`config.mk`:
```
export PLATFORM = sky130hd
export DESIGN_NAME = acc_conv_ctrl
export DESIGN_NICKNAME = d
export VERILOG_FILES = /design/src/hw/acc_pkg.sv /design/src/hw/acc_conv_ctrl.sv
export SDC_FILE = /design/constraint.sdc
export NUM_CORES = 1
export LEC_CHECK = 0
export ABC_CLOCK_PERIOD_IN_PS = 3900
export BUFFER_PORTS_ARGS = -buffer_cell sky130_fd_sc_hd__buf_2
export CAP_MARGIN = 20
export CORE_MARGIN = 5
export CORE_UTILIZATION = 50
export DETAILED_ROUTE_END_ITERATION = 10
export MAX_ROUTING_LAYER = met4
export PLACE_DENSITY = 0.78
export RECOVER_POWER = 100
export SLEW_MARGIN = 20
export SYNTH_ARGS = -nofsm -noshare
export SYNTH_HDL_FRONTEND = slang
export SYNTH_SLANG_ARGS = --single-unit
export TNS_END_PERCENT = 50
```
`constraint.sdc`:
```
create_clock -name i_core_clk -period 3.9 [get_ports i_core_clk]
set_input_delay 0.78 -clock i_core_clk [delete_from_list [all_inputs] [get_ports i_core_clk]]
set_output_delay 0.78 -clock i_core_clk [all_outputs]
set_load 0.05 [all_outputs]
```
`src/hw/acc_pkg.sv`:
```
// package: register map, field layout and shared types of the conversion sequencer
package acc_pkg;
  localparam logic [7:0] OFF_SC1 = 8'h00;
  localparam logic [7:0] OFF_SC2 = 8'h04;
  localparam logic [7:0] OFF_CFG = 8'h08;
  localparam logic [7:0] OFF_CVH = 8'h0c;
  localparam logic [7:0] OFF_CVL = 8'h10;
  localparam logic [7:0] OFF_RH = 8'h14;
  localparam logic [7:0] OFF_RL = 8'h18;
  localparam logic [7:0] OFF_PD_LO = 8'h1c;
  localparam logic [7:0] OFF_PD_MID = 8'h20;
  localparam logic [7:0] OFF_PD_UP = 8'h24;
  localparam logic [7:0] OFF_ANA = 8'h28;
  // status_control_one fields
  localparam int SC1_DONE = 7;
  localparam int SC1_IEN = 6;
  localparam int SC1_CONT = 5;
  localparam int SC1_CH_LO = 0;
  localparam logic [4:0] CH_OFF = 5'h1f;
  // status_control_two fields
  localparam int SC2_ACT = 7;
  localparam int SC2_TRG = 6;
  localparam int SC2_CFE = 5;
  localparam int SC2_CFGT = 4;
  // converter_configuration fields
  localparam int CFG_LPC = 7;
  localparam int CFG_DIV_LO = 5;
  localparam int CFG_MODE_LO = 2;
  localparam int CFG_CLK_LO = 0;
  localparam logic [7:0] RST_BYTE = 8'h00;
  localparam logic [7:0] RST_SC1 = 8'h1f;
  localparam logic [3:0] SAR_STEPS_12 = 4'hc;
  localparam logic [3:0] SAR_STEPS_8 = 4'h9;
  localparam logic [1:0] AXI_OKAY = 2'h0;
  localparam logic [1:0] AXI_SLVERR = 2'h2;

  typedef enum logic [1:0] {
    ACC_CLK_BUS = 2'b00,
    ACC_CLK_BUS2 = 2'b01,
    ACC_CLK_ALT = 2'b10,
    ACC_CLK_ASYNC = 2'b11
  } acc_clk_src_t;

  typedef enum logic [1:0] {
    ACC_MODE_8 = 2'b00,
    ACC_MODE_12 = 2'b01,
    ACC_MODE_10 = 2'b10,
    ACC_MODE_RSV = 2'b11
  } acc_mode_t;

  // analog core handshake: bit decision request and comparator answer
  typedef struct packed {
    logic power_on;
    logic low_power;
    logic async_clk_on;
    logic [4:0] channel;
    logic sample;
    logic [11:0] trial;
  } acc_ana_req_t;
endpackage

```
`src/hw/acc_conv_ctrl.sv`:
```
// conversion sequencer with axi4-lite register slave
// Contract
// - converter held off in reset and while channel select is all ones
// - after completion and before next start, sit idle at lowest power
// - 12/10-bit modes resolve 12 raw bits; 8-bit mode resolves 9 bits
// - 10-bit rounds into high and low; 8-bit rounds into low only
// - after storing result set done flag; interrupt if enable set then
// - compare against compare values only when compare enable set, any mode
// - four clock sources selectable; bus clock after reset
// - internal async clock lives inside converter, kept running in wait/stop3
// - selected source divided by 1, 2, 4 or 8 per divider field
// - disabled pin: output hi-z, input reads zero, pullup off
// - upper pin disable covers channels 16 to 23, bit 7 is 23
// - hardware trigger rising edge starts conversion; ignored while busy
// - continuous with hardware trigger: only first edge launches sequence
// - software trigger: any write to control one starts unless channel all ones
// - continuous mode restarts after every transfer until aborted
// - 12/10-bit modes: high read without low read blocks transfer, no flag, result lost
// - blocked transfer restarts, except single compare-false which ends
// - abort on writes to sc1, sc2, cfg and compare values (not pin disable), reset and stop without async clock
// - abort keeps last result; reset returns results to reset values
// - async clock generator on only when conversion starts with it selected
// - low power bit selects reduced power configuration
// - clock source codes 00 bus, 01 bus/2, 10 alternate, 11 async
// - mode codes 00 8-bit, 01 12-bit, 10 10-bit, 11 reserved
// - divider codes 00 /1, 01 /2, 10 /4, 11 /8
module acc_conv_ctrl #(
  parameter int PIN_COUNT = 24
) (
  input wire logic i_core_clk, // bus clock
  input wire logic i_reset_n, // sync reset, active low
  input wire logic [7:0] s_axi_awaddr, // write address
  input wire logic s_axi_awvalid, // write address valid
  output logic s_axi_awready, // write address ready
  input wire logic [31:0] s_axi_wdata, // write data
  input wire logic [3:0] s_axi_wstrb, // write strobes
  input wire logic s_axi_wvalid, // write data valid
  output logic s_axi_wready, // write data ready
  output logic [1:0] s_axi_bresp, // write response
  output logic s_axi_bvalid, // write response valid
  input wire logic s_axi_bready, // write response ready
  input wire logic [7:0] s_axi_araddr, // read address
  input wire logic s_axi_arvalid, // read address valid
  output logic s_axi_arready, // read address ready
  output logic [31:0] s_axi_rdata, // read data
  output logic [1:0] s_axi_rresp, // read response
  output logic s_axi_rvalid, // read data valid
  input wire logic s_axi_rready, // read data ready
  input wire logic i_alt_clk_en, // alternate clock tick, one cycle
  input wire logic i_async_clk_en, // internal async clock tick, one cycle
  input wire logic i_hw_trigger, // hardware trigger input level
  input wire logic i_stop_req, // chip entering stop mode, level
  input wire logic i_cmp_bit, // comparator answer for current trial
  output acc_pkg::acc_ana_req_t o_ana, // analog core controls
  output logic o_irq, // done interrupt, level
  output logic [PIN_COUNT-1:0] o_pin_port_dis // forces pin hi-z, input zero, pullup off
);
  if (PIN_COUNT != 24) begin : g_pin_count_check
    $error("acc_conv_ctrl: three 8-bit pin disable registers need PIN_COUNT 24");
  end

  typedef enum logic [1:0] {
    ST_IDLE = 2'b00,
    ST_SAMPLE = 2'b01,
    ST_CONVERT = 2'b10
  } acc_state_t;

  acc_state_t state, next_state;
  logic [7:0] sc1, sc2, cfg, cvh, cvl, res_h, res_l;
  logic [PIN_COUNT-1:0] pin_dis;
  logic [11:0] sar, next_sar;
  logic [3:0] bit_idx, next_bit_idx;
  logic [2:0] div_cnt;
  logic src_prev;
  logic trig_prev;
  logic high_read_pend;
  logic done;

  // bus slave: write takes address and data in either order
  logic aw_hold, w_hold;
  logic [7:0] aw_addr;
  logic [31:0] w_data;
  logic [3:0] w_strb;
  logic wr_go;
  logic [7:0] wr_byte;
  logic wr_sc1, wr_cfgset;
  assign wr_go = aw_hold && w_hold && !s_axi_bvalid;
  assign wr_byte = w_strb[0] ? w_data[7:0] : 8'h00;
  assign wr_sc1 = wr_go && w_strb[0] && aw_addr == acc_pkg::OFF_SC1;
  assign wr_cfgset = wr_go && w_strb[0] && (aw_addr == acc_pkg::OFF_SC2 || aw_addr == acc_pkg::OFF_CFG
    || aw_addr == acc_pkg::OFF_CVH || aw_addr == acc_pkg::OFF_CVL);

  always_ff @(posedge i_core_clk) begin
    if (!i_reset_n) begin
      aw_hold <= 1'b0;
      w_hold <= 1'b0;
      aw_addr <= 8'h00;
      w_data <= 32'h0;
      w_strb <= 4'h0;
      s_axi_awready <= 1'b0;
      s_axi_wready <= 1'b0;
      s_axi_bvalid <= 1'b0;
      s_axi_bresp <= acc_pkg::AXI_OKAY;
    end else begin
      s_axi_awready <= !aw_hold && !s_axi_awready && !s_axi_bvalid;
      s_axi_wready <= !w_hold && !s_axi_wready && !s_axi_bvalid;
      if (s_axi_awvalid && s_axi_awready) begin
        aw_hold <= 1'b1;
        aw_addr <= s_axi_awaddr;
        s_axi_awready <= 1'b0;
      end
      if (s_axi_wvalid && s_axi_wready) begin
        w_hold <= 1'b1;
        w_data <= s_axi_wdata;
        w_strb <= s_axi_wstrb;
        s_axi_wready <= 1'b0;
      end
      if (wr_go) begin
        aw_hold <= 1'b0;
        w_hold <= 1'b0;
        s_axi_bvalid <= 1'b1;
        s_axi_bresp <= (aw_addr > acc_pkg::OFF_ANA || aw_addr[1:0] != 2'b00) ? acc_pkg::AXI_SLVERR
          : acc_pkg::AXI_OKAY;
      end else if (s_axi_bvalid && s_axi_bready) begin
        s_axi_bvalid <= 1'b0;
      end
    end
  end

  // read path; reading result registers drives the blocking latch
  logic rd_hi, rd_lo;
  assign rd_hi = s_axi_arvalid && s_axi_arready && s_axi_araddr == acc_pkg::OFF_RH;
  assign rd_lo = s_axi_arvalid && s_axi_arready && s_axi_araddr == acc_pkg::OFF_RL;

  always_ff @(posedge i_core_clk) begin
    if (!i_reset_n) begin
      s_axi_arready <= 1'b0;
      s_axi_rvalid <= 1'b0;
      s_axi_rdata <= 32'h0;
      s_axi_rresp <= acc_pkg::AXI_OKAY;
    end else begin
      s_axi_arready <= !s_axi_arready && !s_axi_rvalid;
      if (s_axi_arvalid && s_axi_arready) begin
        s_axi_arready <= 1'b0;
        s_axi_rvalid <= 1'b1;
        s_axi_rresp <= acc_pkg::AXI_OKAY;
        unique case (s_axi_araddr)
          acc_pkg::OFF_SC1: s_axi_rdata <= {24'h0, done, sc1[6:0]};
          acc_pkg::OFF_SC2: s_axi_rdata <= {24'h0, state != ST_IDLE, sc2[6:0]};
          acc_pkg::OFF_CFG: s_axi_rdata <= {24'h0, cfg};
          acc_pkg::OFF_CVH: s_axi_rdata <= {24'h0, cvh};
          acc_pkg::OFF_CVL: s_axi_rdata <= {24'h0, cvl};
          acc_pkg::OFF_RH: s_axi_rdata <= {24'h0, res_h};
          acc_pkg::OFF_RL: s_axi_rdata <= {24'h0, res_l};
          acc_pkg::OFF_PD_LO: s_axi_rdata <= {24'h0, pin_dis[7:0]};
          acc_pkg::OFF_PD_MID: s_axi_rdata <= {24'h0, pin_dis[15:8]};
          acc_pkg::OFF_PD_UP: s_axi_rdata <= {24'h0, pin_dis[23:16]};
          acc_pkg::OFF_ANA: s_axi_rdata <= {16'h0, o_ana.async_clk_on, state != ST_IDLE, 2'b00, sar};
          default: begin
            s_axi_rdata <= 32'h0;
            s_axi_rresp <= acc_pkg::AXI_SLVERR;
          end
        endcase
      end else if (s_axi_rvalid && s_axi_rready) begin
        s_axi_rvalid <= 1'b0;
      end
    end
  end

  // configuration registers
  always_ff @(posedge i_core_clk) begin
    if (!i_reset_n) begin
      sc1 <= acc_pkg::RST_SC1;
      sc2 <= acc_pkg::RST_BYTE;
      cfg <= acc_pkg::RST_BYTE;
      cvh <= acc_pkg::RST_BYTE;
      cvl <= acc_pkg::RST_BYTE;
      pin_dis <= '0;
    end else if (wr_go && w_strb[0]) begin
      unique case (aw_addr)
        acc_pkg::OFF_SC1: sc1 <= wr_byte;
        acc_pkg::OFF_SC2: sc2 <= {1'b0, wr_byte[6:0]};
        acc_pkg::OFF_CFG: cfg <= wr_byte;
        acc_pkg::OFF_CVH: cvh <= {4'h0, wr_byte[3:0]};
        acc_pkg::OFF_CVL: cvl <= wr_byte;
        acc_pkg::OFF_PD_LO: pin_dis[7:0] <= wr_byte;
        acc_pkg::OFF_PD_MID: pin_dis[15:8] <= wr_byte;
        acc_pkg::OFF_PD_UP: pin_dis[23:16] <= wr_byte;
        default: ;
      endcase
    end
  end

  // pin overrides, registered outputs
  always_ff @(posedge i_core_clk) begin
    if (!i_reset_n) o_pin_port_dis <= '0;
    else o_pin_port_dis <= pin_dis;
  end

  // decoded control
  logic [4:0] chan;
  logic ch_off, cont, hw_trg, cfe, cfgt;
  logic [1:0] div_sel, clk_sel, mode;
  assign chan = sc1[4:0];
  assign ch_off = chan == acc_pkg::CH_OFF;
  assign cont = sc1[acc_pkg::SC1_CONT];
  assign hw_trg = sc2[acc_pkg::SC2_TRG];
  assign cfe = sc2[acc_pkg::SC2_CFE];
  assign cfgt = sc2[acc_pkg::SC2_CFGT];
  assign div_sel = cfg[acc_pkg::CFG_DIV_LO +: 2];
  assign mode = cfg[acc_pkg::CFG_MODE_LO +: 2];
  assign clk_sel = cfg[acc_pkg::CFG_CLK_LO +: 2];

  // source tick: bus/2 via toggle, others as enables
  logic src_tick, conversion_clock_tick;
  logic [2:0] div_mask;
  always_comb begin
    unique case (acc_pkg::acc_clk_src_t'(clk_sel))
      acc_pkg::ACC_CLK_BUS: src_tick = 1'b1;
      acc_pkg::ACC_CLK_BUS2: src_tick = src_prev;
      acc_pkg::ACC_CLK_ALT: src_tick = i_alt_clk_en;
      acc_pkg::ACC_CLK_ASYNC: src_tick = i_async_clk_en;
    endcase
    unique case (div_sel)
      2'b00: div_mask = 3'h0;
      2'b01: div_mask = 3'h1;
      2'b10: div_mask = 3'h3;
      2'b11: div_mask = 3'h7;
    endcase
  end
  assign conversion_clock_tick = src_tick && ((div_cnt & div_mask) == div_mask);

  always_ff @(posedge i_core_clk) begin
    if (!i_reset_n) begin
      src_prev <= 1'b0;
      div_cnt <= 3'h0;
    end else begin
      src_prev <= !src_prev;
      if (state == ST_IDLE) div_cnt <= 3'h0;
      else if (src_tick) div_cnt <= div_cnt + 3'h1;
    end
  end

  // start and abort decisions
  logic trig_edge, start, abort, stop_abort, conv_end, block, cmp_ok, xfer;
  logic [3:0] steps;
  logic [12:0] cmp_diff;
  logic [11:0] cmp_val, raw_res, rounded;
  assign trig_edge = i_hw_trigger && !trig_prev;
  assign stop_abort = i_stop_req && clk_sel != 2'(acc_pkg::ACC_CLK_ASYNC);
  assign abort = wr_sc1 || wr_cfgset || stop_abort;
  assign steps = (mode == 2'(acc_pkg::ACC_MODE_8)) ? acc_pkg::SAR_STEPS_8 : acc_pkg::SAR_STEPS_12;
  assign conv_end = state == ST_CONVERT && conversion_clock_tick && bit_idx == 4'h0;
  assign cmp_val = {cvh[3:0], cvl};
  // rounding adds half of the dropped bits; clamped so full scale never wraps to zero
  always_comb begin
    raw_res = {sar[11:1], i_cmp_bit};
    unique case (acc_pkg::acc_mode_t'(mode))
      acc_pkg::ACC_MODE_10: rounded = &raw_res[11:2] ? 12'h3ff : {2'b00, 10'(({1'b0, raw_res} + 13'h2) >> 2)};
      acc_pkg::ACC_MODE_8: rounded = &raw_res[8:1] ? 12'h0ff : {4'h0, 8'(({4'h0, raw_res[8:0]} + 13'h1) >> 1)};
      default: rounded = raw_res;
    endcase
  end
  assign cmp_diff = {1'b0, rounded} - {1'b0, cmp_val};
  assign cmp_ok = !cfe || (cfgt ? !cmp_diff[12] : cmp_diff[12]);
  assign block = high_read_pend && (mode == 2'(acc_pkg::ACC_MODE_12) || mode == 2'(acc_pkg::ACC_MODE_10));
  assign xfer = conv_end && cmp_ok && !block;
  // start: software write, hardware edge when idle, continuous or block restart
  assign start = (wr_sc1 && !(&wr_byte[4:0]) && !hw_trg)
    || (!abort && state == ST_IDLE && hw_trg && trig_edge && !ch_off)
    || (!abort && conv_end && !ch_off && (cont || (block && cmp_ok)));

  always_ff @(posedge i_core_clk) begin
    if (!i_reset_n) trig_prev <= 1'b0;
    else trig_prev <= i_hw_trigger;
  end

  // sequencer; analog outputs follow next values so the comparator judges the live trial
  always_comb begin
    next_state = state;
    next_sar = sar;
    next_bit_idx = bit_idx;
    if (start) begin
      next_state = ST_SAMPLE;
      next_sar = 12'h000;
      next_bit_idx = steps;
    end else if (abort || ch_off || conv_end) begin
      next_state = ST_IDLE;
    end else if (conversion_clock_tick) begin
      unique case (state)
        ST_SAMPLE: begin
          next_state = ST_CONVERT;
          next_bit_idx = steps - 4'h1;
          next_sar = 12'h800 >> (4'hc - steps);
        end
        ST_CONVERT: begin
          next_bit_idx = bit_idx - 4'h1;
          next_sar = (sar & ~(12'h001 << bit_idx)) | (12'(i_cmp_bit) << bit_idx) | (12'h001 << (bit_idx - 4'h1));
        end
        default: ;
      endcase
    end
  end
  always_ff @(posedge i_core_clk) begin
    if (!i_reset_n) begin
      state <= ST_IDLE;
      sar <= 12'h000;
      bit_idx <= 4'h0;
    end else begin
      state <= next_state;
      sar <= next_sar;
      bit_idx <= next_bit_idx;
    end
  end

  // results: untouched on abort, cleared only by reset
  always_ff @(posedge i_core_clk) begin
    if (!i_reset_n) begin
      res_h <= acc_pkg::RST_BYTE;
      res_l <= acc_pkg::RST_BYTE;
    end else if (xfer) begin
      res_l <= cfe ? cmp_diff[7:0] : rounded[7:0];
      res_h <= (mode == 2'(acc_pkg::ACC_MODE_8)) ? 8'h00 : {4'h0, cfe ? cmp_diff[11:8] : rounded[11:8]};
    end
  end

  // blocking latch; done flag set wins over clear by a new write
  always_ff @(posedge i_core_clk) begin
    if (!i_reset_n) high_read_pend <= 1'b0;
    else if (rd_hi) high_read_pend <= 1'b1;
    else if (rd_lo) high_read_pend <= 1'b0;
  end

  always_ff @(posedge i_core_clk) begin
    if (!i_reset_n) done <= 1'b0;
    else if (xfer) done <= 1'b1;
    else if (wr_sc1 || wr_cfgset || rd_lo) done <= 1'b0;
  end

  always_ff @(posedge i_core_clk) begin
    if (!i_reset_n) begin
      o_irq <= 1'b0;
      o_ana <= '0;
    end else begin
      o_irq <= (done || xfer) && sc1[acc_pkg::SC1_IEN];
      o_ana.power_on <= next_state != ST_IDLE;
      o_ana.low_power <= cfg[acc_pkg::CFG_LPC];
      o_ana.async_clk_on <= next_state != ST_IDLE && clk_sel == 2'(acc_pkg::ACC_CLK_ASYNC);
      o_ana.channel <= chan;
      o_ana.sample <= next_state == ST_SAMPLE;
      o_ana.trial <= next_sar << (4'hc - steps);
    end
  end
endmodule

```
# Yosys cells after proc, flatten, opt, wreduce, memory -nomap -nowiden
# Index checks and enable logic that the tools add are counted.
op_classes:
  n_addsub: 7
  magnitude_cmp: 1
  n_eq_ne: 32
  shift: 5
  mux: 34
  bitwise: 6
  n_reduce_logical: 102
ops:
  columns: ["operator", "n"]
  rows:
  - ["case mux 16 bit (11 select lines)", 1]
  - ["equality test 8 x 5 -> 1 bit (second input constant)", 6]
  - ["case mux 12 bit (2 select lines)", 2]
  - ["equality test 8 x 6 -> 1 bit (second input constant)", 5]
  - ["logical AND 1 bit", 37]
  - ["2-to-1 mux 12 bit", 3]
  - ["equality test 8 x 4 -> 1 bit (second input constant)", 4]
  - ["2-to-1 mux 8 bit", 3]
  - ["bitwise OR 12 bit", 2]
  - ["<< shifter 1 x 4 -> 12 bit (first input constant)", 2]
  - ["2-to-1 mux 4 bit", 5]
  - ["equality test 8 x 3 -> 1 bit (second input constant)", 2]
  - ["zero test 1 bit", 16]
  - ["zero test 8 bit", 2]
  - ["AND reduction 2 bit", 8]
  - ["nonzero test 2 bit", 8]
  - ["logical OR 1 bit", 15]
  - ["subtractor 12 x 12 -> 13 bit", 1]
  - ["adder 12 x 2 -> 12 bit (second input constant)", 1]
  - ["bitwise AND 12 bit", 1]
  - ["equality test 2 bit (second input constant)", 6]
  - ["2-to-1 mux 2 bit", 6]
  - ["inverter 12 bit", 1]
  - ["case mux 3 bit (4 select lines)", 1]
  - ["other kinds (28)", 49]
totals:
  reg_bits: 205
  in_bits: 64
  wordCells: 226

# Logic depth before layout (Yosys ltp)
# Gate-level depths: netlist of the first run.
logic_depth:
  depth_word: 17
  mapped_depth: 19
  depth_no_buf: 16

# Worst setup path after synthesis of the first run
# OpenSTA, ideal clock, no wires.
synth_path:
  kind: "in2reg"
  from: "input port i_cmp_bit"
  to: "register o_ana[0] (netlist name)"
  setup_time_ns: 0.074
  t_arrival_ns: 3.861
  required_time_ns: 3.826
  setup_slack_ns: -0.035
  cell_stages: 15
  path_buffers: 3
  path_cell_list: "clkbuf_1 -> inv_1 -> nor3_1 -> nand3b_1 -> o211a_1 -> a221o_1 -> ha_1 -> o21a_1 -> and3_1 -> or3_1 -> a31o_1 -> a211o_1 -> buf_6 -> buf_6 -> nor3_2"
synth_between:
  elab_chain_cells: 13
  elab_cells_between_ends: 21
  classes_between: "add/sub (3); shift (2); mux (8); bitwise (2); reduce/logical (6)"
synth_lines:
  columns: ["element", "line", "text"]
  rows:
  - ["start, declared", "acc_conv_ctrl.sv:53", "input wire logic i_cmp_bit,"]
  - ["adder 12 x 2 -> 12 bit / adder 9 x 1 -> 9 bit (equally long branches)", "acc_conv_ctrl.sv:259, acc_conv_ctrl.sv:260", null]
  - ["2-to-1 mux 10 bit / 2-to-1 mux 8 bit (equally long branches)", "acc_conv_ctrl.sv:259, acc_conv_ctrl.sv:260", null]
  - ["case mux 12 bit (2 select lines)", "acc_conv_ctrl.sv:258", "unique case (acc_pkg::acc_mode_t'(mode))"]
  - ["subtractor 12 x 12 -> 13 bit", "acc_conv_ctrl.sv:264", "assign cmp_diff = {1'b0, rounded} - {1'b0, cmp_val};"]
  - ["zero test 1 bit", "acc_conv_ctrl.sv:265", "assign cmp_ok = !cfe || (cfgt ? !cmp_diff[12] : cmp_diff[12]);"]
  - ["2-to-1 mux 1 bit", "acc_conv_ctrl.sv:265", null]
  - ["logical OR 1 bit", "acc_conv_ctrl.sv:265", null]
  - ["logical AND 1 bit", "acc_conv_ctrl.sv:271", "|| (!abort && conv_end && !ch_off && (cont || (block && cmp_ok)));"]
  - ["logical OR 1 bit", "acc_conv_ctrl.sv:271", null]
  - ["logical AND 1 bit", "acc_conv_ctrl.sv:271", null]
  - ["logical OR 1 bit", "acc_conv_ctrl.sv:271", null]
  - ["2-to-1 mux 12 bit (*)", "acc_conv_ctrl.sv:283", "if (start) begin"]
  - ["<< shifter 12 x 4 -> 12 bit (*)", "acc_conv_ctrl.sv:351", "o_ana.trial <= next_sar << (4'hc - steps);"]
  - ["end, declared", "acc_conv_ctrl.sv:54", "output acc_pkg::acc_ana_req_t o_ana,"]
# Every way passes the cells marked *; elsewhere a longest branch is shown, timed or not.
# A chain may end at the register's enable or synchronous reset.

# Worst setup path in the final report of the first run
layout_path:
  from: "register sar[3]"
  to: "register sar[4]"
layout_between:
  elab_chain_cells: 12
  elab_cells_between_ends: 16
  classes_between: "add/sub (3); mux (5); reduce/logical (8)"
layout_lines:
  columns: ["element", "line", "text"]
  rows:
  - ["start, declared", "acc_conv_ctrl.sv:71", "logic [11:0] sar, next_sar;"]
  - ["start signal, assigned", "acc_conv_ctrl.sv:311", "sar <= next_sar;"]
  - ["adder 12 x 2 -> 12 bit, or another cell as far along", "acc_conv_ctrl.sv:259", "acc_pkg::ACC_MODE_10: rounded = &raw_res[11:2] ? 12'h3ff : {2'b00, 10'(({1'b0, raw_res} + 13'h2) >> 2)};"]
  - ["2-to-1 mux 10 bit / 2-to-1 mux 8 bit (equally long branches)", "acc_conv_ctrl.sv:259, acc_conv_ctrl.sv:260", null]
  - ["case mux 12 bit (2 select lines) (*)", "acc_conv_ctrl.sv:258", null]
  - ["subtractor 12 x 12 -> 13 bit (*)", "acc_conv_ctrl.sv:264", null]
  - ["zero test 1 bit", "acc_conv_ctrl.sv:265", null]
  - ["2-to-1 mux 1 bit (*)", "acc_conv_ctrl.sv:265", null]
  - ["logical OR 1 bit (*)", "acc_conv_ctrl.sv:265", null]
  - ["logical AND 1 bit (*)", "acc_conv_ctrl.sv:271", null]
  - ["logical OR 1 bit (*)", "acc_conv_ctrl.sv:271", null]
  - ["logical AND 1 bit (*)", "acc_conv_ctrl.sv:271", null]
  - ["logical OR 1 bit (*)", "acc_conv_ctrl.sv:271", null]
  - ["2-to-1 mux 12 bit (*)", "acc_conv_ctrl.sv:283", null]
# Marks and branches as above.

==> results.cfg, run 1 <==
[outcome]
status = complete, but fails checks
violations = capacitance limit, slew limit

[global_routing]
grt_max_degree = 55
antenna_found_initial = 1
grt_pass1_wl_um = 44300
grt_pass1_vias = 8368
grt_overflow = 0
grt_use_total_pct = 27.9

[sta]
hold_viol = 0
finalCritPeriodShare_pct = 97.7
period_minus_slack_ns = 3.81
fmax_mhz = 262
maxSlewViolCount = 55
finalSetupViolations = 0
finalWorstSetupSlack_ns = 0.0900
final.setup.tns_ns = 0
tightest_slew_ns = 2.17
fin_worst_skew_ns = 0.0101
slew_headroom_pct = -44.5

[synth]
async_flop_share_pct = 0
synth_ff_type = dfxtp_1
yosys.area.top_type = dfxtp_1
synth_edf_count = 0
synth_area_leaders = dfxtp_1 (40%), nor2_1 (6.7%), a21oi_1 (5.8%)
synth_top_area_share_pct = 40.4
syn_inst = 1100
synth.distinct_cells = 67
synth.avg_cell_area_um2 = 8.16
ys_ff_latch = 181
yosys_warnings = 0
yosysSeqAreaShare_pct = 40.4
syn_area_um2 = 8980

[clock_tree]
clk-insertion-delay-late_ns = 0.45
cts.clk_slew.worst_paths_ns = 0.07
postCtsHoldBufs = 0
clk_path_buf_depth = 2
cts.htree.levels = 4
clockRootBuffer = clkbuf_16
cts_sinks = 181
cts_tree = built
cts_buffers = 17

[floorplan]
die_area_um2 = 20700
ios = 151
fp.dieW_um = 144
rows = 49
core_area_um2 = 17800
start_util_pct = 50.3
die_h_um = 144

[cells_and_area]
final_cell_area_um2 = 10800
area.growth.synth_to_final_pct = 20.4
final_cell_mix = dfxtp_1 (178), nor2_1 (160), nand2_1 (115), a21oi_1 (103), buf_4 (80)
drive_above_1_share_pct = 15.8
fillers = 1556
final_util_pct = 60.6
mostFrequentLayoutCell = dfxtp_1
fin_nets = 1341

[critical_path]
cp.depth = 15
crit_path_frequent_cell = buf_4
reg2reg_depth = 15
crit_buf_inv = 3
cp.arrival_ns = 4.19
timing.critical_path.fanout_max = 9
start_kind = flop
crit_chain = buf_4 -> nand3_2 -> xnor2_1 -> o21ai_0 -> o311ai_1 -> buf_4 -> ha_1 -> a211oi_4 -> o211ai_1 -> and3_4 -> or3_4 -> a31o_4 -> a211o_4 -> buf_4 -> nor2_1
cp.required_ns = 4.28
critical_path_class = flop to flop
slowest_delay_ns = 0.44
endpoint_kind = flop
crit_path_top_delay_cell = dfxtp_1
crit_family = compound AO/OA/AOI/OAI gates

[drt]
wl_um = 28300
viasPerCell = 5.97
vias = 8897
dr.first_iter.drc_count = 1298
first_pass_iters = 8
post_drt_wl_per_cell_um = 19.0
drc = 0
ant_nets = 0

[power]
p_int_mw = 2.87
seqPwrFrac_pct = 48.4
swShare_pct = 26.4
total_power_mw = 3.90
clkPwrFrac_pct = 46.0
power_switching_mw = 1.03
powerDensity_nw_per_um2 = 361
ir_drop_uv = 298
p_leak_nw = 4.29
p_comb_share_pct = 5.6

[placement]
place_area_um2 = 9950
finalWeightedCongestion = 0.964
portBuffers = 103
dp_worst_setup_slack_ns = -0.416
place_hpwl_um = 19700

[min_path]
hold_class = flop to flop
hold_depth = 1

[flow_run]
maxCapViolations = 1
==> cells in the mapped netlist, types with 5 or more instances <==
cell,n
nor2_1,160
a222oi_1,15
nand2b_1,10
mux2i_1,29
a211oi_1,11
o21a_1,5
nor3b_1,11
a21o_1,11
a22o_1,12
nor3_1,15
o21ai_0,47
nand4_1,9
inv_1,30
nand3_1,36
dfxtp_1,181
xnor2_1,11
and2_1,40
nor2b_1,10
a22oi_1,17
clkbuf_1,50
a221oi_1,13
nand2_1,116
a21oi_1,104
buf_4,21
and3_1,7
a211oi_2,5
xor2_1,6
o211ai_1,5
ha_1,28
==> sequential cells by signal, summed over array words and instances, names as in the netlist, 2 cells and up <==
name / flops
o_pin_port_dis: 24
pin_dis: 24
o_ana: 21
s_axi_rdata: 14
sar: 12
aw_addr: 8
cfg: 8
cvl: 8
res_l: 8
w_data: 8
sc1: 7
sc2: 7
bit_idx: 4
cvh: 4
res_h: 4
div_cnt: 3
state: 2
==> layout make-up <==
type / count / area (um2) / share of cell area, %
timing repair buffer: 190 / 1090 / 10.1
clock buffer: 18 / 439 / 4.06
tap: 229 / 287 / 2.65
sequential: 181 / 3630 / 33.5
antenna: 1 / 2.50 / 0.0231
multi-input combinational: 827 / 5070 / 46.9
inverter: 31 / 116 / 1.08
clock inverter: 14 / 184 / 1.70
==> stage by stage <==
stage / std cells / hold WS (ns)
final: 1491 / 0.418
after global routing: 1491 / 0.455
after CTS: 1488 / 0.419
after detailed placement: 1436 / 0.404
after global placement: 1436 / 0.402
after floorplan: 1119 / 0.392
==> cells by family (layout without fill, tap and decap cells) <==
group	count (synthesis)	count (layout)	share of synthesized area [%]
xor gates and xnor gates	17	17	1.66
and+or+nand+nor	442	442	23.2
adders and majority gates	29	29	4.13
DFF	181	181	40.4
buffers and inverters	112	253	5.78
other	1	21	0.0418
AOI/OAI and AO/OA	285	286	21.0
muxes	33	33	3.74
==> layer usage <==
layer / GRT usage [%] / up-vias / wire, um
met3: 6.05 / 80 / 2630
met1: 35.2 / 4161 / 11600
met2: 42.7 / 500 / 13100
met5: - / - / 0
met4: 12.7 / 0 / 1010
li1: - / 4156 / -
==> power groups by stage <==
stage / Clock, mW / Sequential [mW] / Combinational, mW
3_5_place_dp: 0 / 1.93 / 0.199
4_1_cts: 1.79 / 1.89 / 0.216
2_1_floorplan: 0 / 1.95 / 0.137
5_1_grt: 1.89 / 1.89 / 0.232
3_3_place_gp: 0 / 1.93 / 0.197
6_report: 1.79 / 1.89 / 0.218
==> worst reg2reg max path: stages (launching register included) <==
cell and delay [ns]:
dfxtp_1 0.44, buf_4 0.20, nand3_2 0.11, xnor2_1 0.15, o21ai_0 0.21, o311ai_1 0.13, buf_4 0.16, ha_1 0.32
a211oi_4 0.30, o211ai_1 0.18, and3_4 0.21, or3_4 0.39, a31o_4 0.25, a211o_4 0.39, buf_4 0.19, nor2_1 0.11
==> final timing paths <==
| path | start | to | slack, ns |
|---|---|---|---|
| min reg2reg | src_prev | src_prev | 0.42 |
| min | src_prev | src_prev | 0.42 |
| max | sar[3] | sar[4] | 0.09 |
| max reg2reg | sar[3] | sar[4] | 0.09 |
==> repair_timing <==
action / CTS / global route
pin swaps: 8 / 15
setup endpoints to repair: 26 / 40
buffers inserted: 19 / 4
gates cloned: 1 / 0
gates resized for setup: 8 / 32
No activity file was read; power rests on OpenSTA's default activity.
==> inputs of run 2 (changes only) <==
--- a/config.mk
+++ b/config.mk
@@ -5,12 +5,13 @@
 export SDC_FILE = /design/constraint.sdc
 export NUM_CORES = 1
 export LEC_CHECK = 0
-export ABC_CLOCK_PERIOD_IN_PS = 3900
+export ABC_CLOCK_PERIOD_IN_PS = 3410
 export BUFFER_PORTS_ARGS = -buffer_cell sky130_fd_sc_hd__buf_2
 export CAP_MARGIN = 20
 export CORE_MARGIN = 5
 export CORE_UTILIZATION = 50
 export DETAILED_ROUTE_END_ITERATION = 10
+export HOLD_SLACK_MARGIN = 0.12
 export MAX_ROUTING_LAYER = met4
 export PLACE_DENSITY = 0.78
 export RECOVER_POWER = 100
==> constraint.sdc (replaced) <==
create_clock -name i_core_clk -period 3.41 [get_ports i_core_clk]
set_input_delay 0.682 -clock i_core_clk [delete_from_list [all_inputs] [get_ports i_core_clk]]
set_output_delay 0.682 -clock i_core_clk [all_outputs]
set_load 0.05 [all_outputs]
==> run 2 against run 1 <==
The run ends with setup timing left. Global-route usage decreased by 0.49 points. Fmax increased by 2.7%. Sequential share of layout area decreased by 0.55 points. Critical path depth increased by 3. Largest power group unchanged. Highest routed layer unchanged.
==> results.cfg, run 2 (same netlist as run 1, synthesis figures left out) <==
[critical_path]
critical_path_class = flop to flop
endpoint_kind = flop
cp.required_ns = 3.77
r2r_start = sar[1]
cp.arrival_ns = 4.07
reg2reg_depth = 18
worstReg2RegEnd = sar[5]
reg2reg_slack_ns = -0.30
start_kind = flop
crit_start = sar[1]
timing.critical_path.fanout_max = 14

[sta]
fmax_mhz = 270
period_minus_slack_ns = 3.71
slew_headroom_pct = 41.1
fin_worst_skew_ns = 0.00986
hold_viol = 0
finalCritPeriodShare_pct = 109
finalWorstSetupSlack_ns = -0.299
hold_ws_ns = 0.426
tightest_slew_ns = 0.876
maxSlewViolCount = 0
finalSetupViolations = 34
rsz0062_at_grt = yes

[outcome]
violations = setup timing
status = complete, but fails checks

[clock_tree]
cts_tree = built
cts.htree.levels = 4
postCtsHoldBufs = 0
cts.clk_slew.worst_paths_ns = 0.07
cts_buffers = 17
clk-insertion-delay-late_ns = 0.44
cts_sinks = 181
clk_path_buf_depth = 2
clockRootBuffer = clkbuf_16

[power]
clkPwrFrac_pct = 45.3
p_comb_share_pct = 5.8
total_power_mw = 4.41
ir_drop_uv = 365
power_switching_mw = 1.11
powerDensity_nw_per_um2 = 401
seqPwrFrac_pct = 48.9
p_leak_nw = 4.38
p_int_mw = 3.30
swShare_pct = 25.2

[cells_and_area]
fillers = 1541
fin_cells = 1508
final_cell_area_um2 = 11000
fin_nets = 1359
multi_input_area_um2 = 5060
area.growth.synth_to_final_pct = 22.6
drive_above_1_share_pct = 17.7
final_cell_mix = dfxtp_1 (177), nor2_1 (159), nand2_1 (115), a21oi_1 (102), buf_4 (88)
diodes = 0
mostFrequentLayoutCell = dfxtp_1
regArea_um2 = 3630
largestRegisters = o_pin_port_dis x24, pin_dis x24, o_ana x21
final_util_pct = 61.7

[drt]
first_pass_iters = 5
drc = 0
vias = 8761
wl_um = 27800
ant_nets = 0
post_drt_wl_per_cell_um = 18.4
dr.first_iter.drc_count = 986
viasPerCell = 5.81

[floorplan]
fp.dieW_um = 144
die_area_um2 = 20700
core_area_um2 = 17800
rows = 49
start_util_pct = 50.3
ios = 151
die_h_um = 144

[global_routing]
antenna_found_initial = 0
grt_use_total_pct = 27.4
grt_overflow = 0
grt_max_degree = 91
grt_pass1_vias = 8208
grt_pass1_wl_um = 43400

[flow_run]
maxCapViolations = 0

[placement]
portBuffers = 103
place_hpwl_um = 20000
place_area_um2 = 10200
finalWeightedCongestion = 0.976
placed_cells = 1456

[min_path]
hold_depth = 1
min_delay_worst_endpoint = src_prev
hold_class = flop to flop
hold_start = src_prev
run 2: cell count changes in the layout (fill, tap and decap cells not counted), moves of 3 or more:
cell	change
inv_6	+3
buf_4	+8
clkinv_8	-3
and2_1	+9
o21ai_0	-9
o21ai_1	+7
and2_0	-9
buf_6	+10
inv_8	-3
run 2: worst max path at each step:
| stage | to | slack (ns) |
|---|---|---|
| 6_report | sar[5] | -0.30 |
| 3_5_place_dp | sar[3] | -0.46 |
| 4_1_cts | o_ana[1] | -0.24 |
| 5_1_grt | o_ana[10] | -0.45 |
| 3_3_place_gp | sar[1] | -0.42 |
| 2_1_floorplan | o_ana[4] | -0.16 |
run 2: what timing repair did:
| item | in CTS | in global routing |
|---|---|---|
| buffers inserted | 23 | 1 |
| pin swaps | 9 | 2 |
| resized for setup | 7 | 44 |
| setup endpoints to repair | 38 | 47 |
| endpoints found under the hold margin | 0 | 0 |
run 2: worst max-delay path, stage by stage (launching register included):
cell and delay, ns:
dfxtp_4 0.35, ha_4 0.15, and2_4 0.13, and3_4 0.18, o21ai_1 0.12, nand3_1 0.11, inv_1 0.08, ha_2 0.18
inv_2 0.04, fa_2 0.41, a211oi_4 0.27, o211ai_1 0.16, and3_4 0.20, or3_4 0.33, a31o_1 0.21, a211o_1 0.30
buf_12 0.16, buf_8 0.14, nor2_1 0.11
run 2: area by class of cell:
cell class / count / share of cell area [%]
clock buffer: 20 / 4.24
timing repair buffer: 209 / 11.9
clock inverter: 12 / 1.22
tap: 229 / 2.60
inverter: 31 / 1.06
sequential: 181 / 33.0
multi-input combinational: 826 / 46.0
run 2: routing by layer:
metal / track usage [%] / vias up / wire length [um] / part of all wire [%]
met5: - / - / 0 / 0
met4: 10.3 / 0 / 941 / 3.4
met3: 6.65 / 75 / 2270 / 8.2
met2: 42.5 / 410 / 13000 / 47
met1: 34.7 / 4087 / 11600 / 42
li1: - / 4189 / - / -
run 2: power groups by stage:
stage	logic [mW]	registers (mW)	clock network, mW
2_1_floorplan	0.158	2.23	0
3_3_place_gp	0.228	2.21	0
3_5_place_dp	0.231	2.21	0
4_1_cts	0.248	2.16	2.01
5_1_grt	0.273	2.16	2.09
6_report	0.255	2.16	2.00
run 2: stage by stage:
step / setup slack (ns) / TNS [ns]
finish: -0.299 / -7.34
global route: -0.455 / -14.53
CTS: -0.238 / -6.20
detailed placement: -0.465 / -15.14
global placement: -0.418 / -12.99
floorplan: -0.165 / -2.10
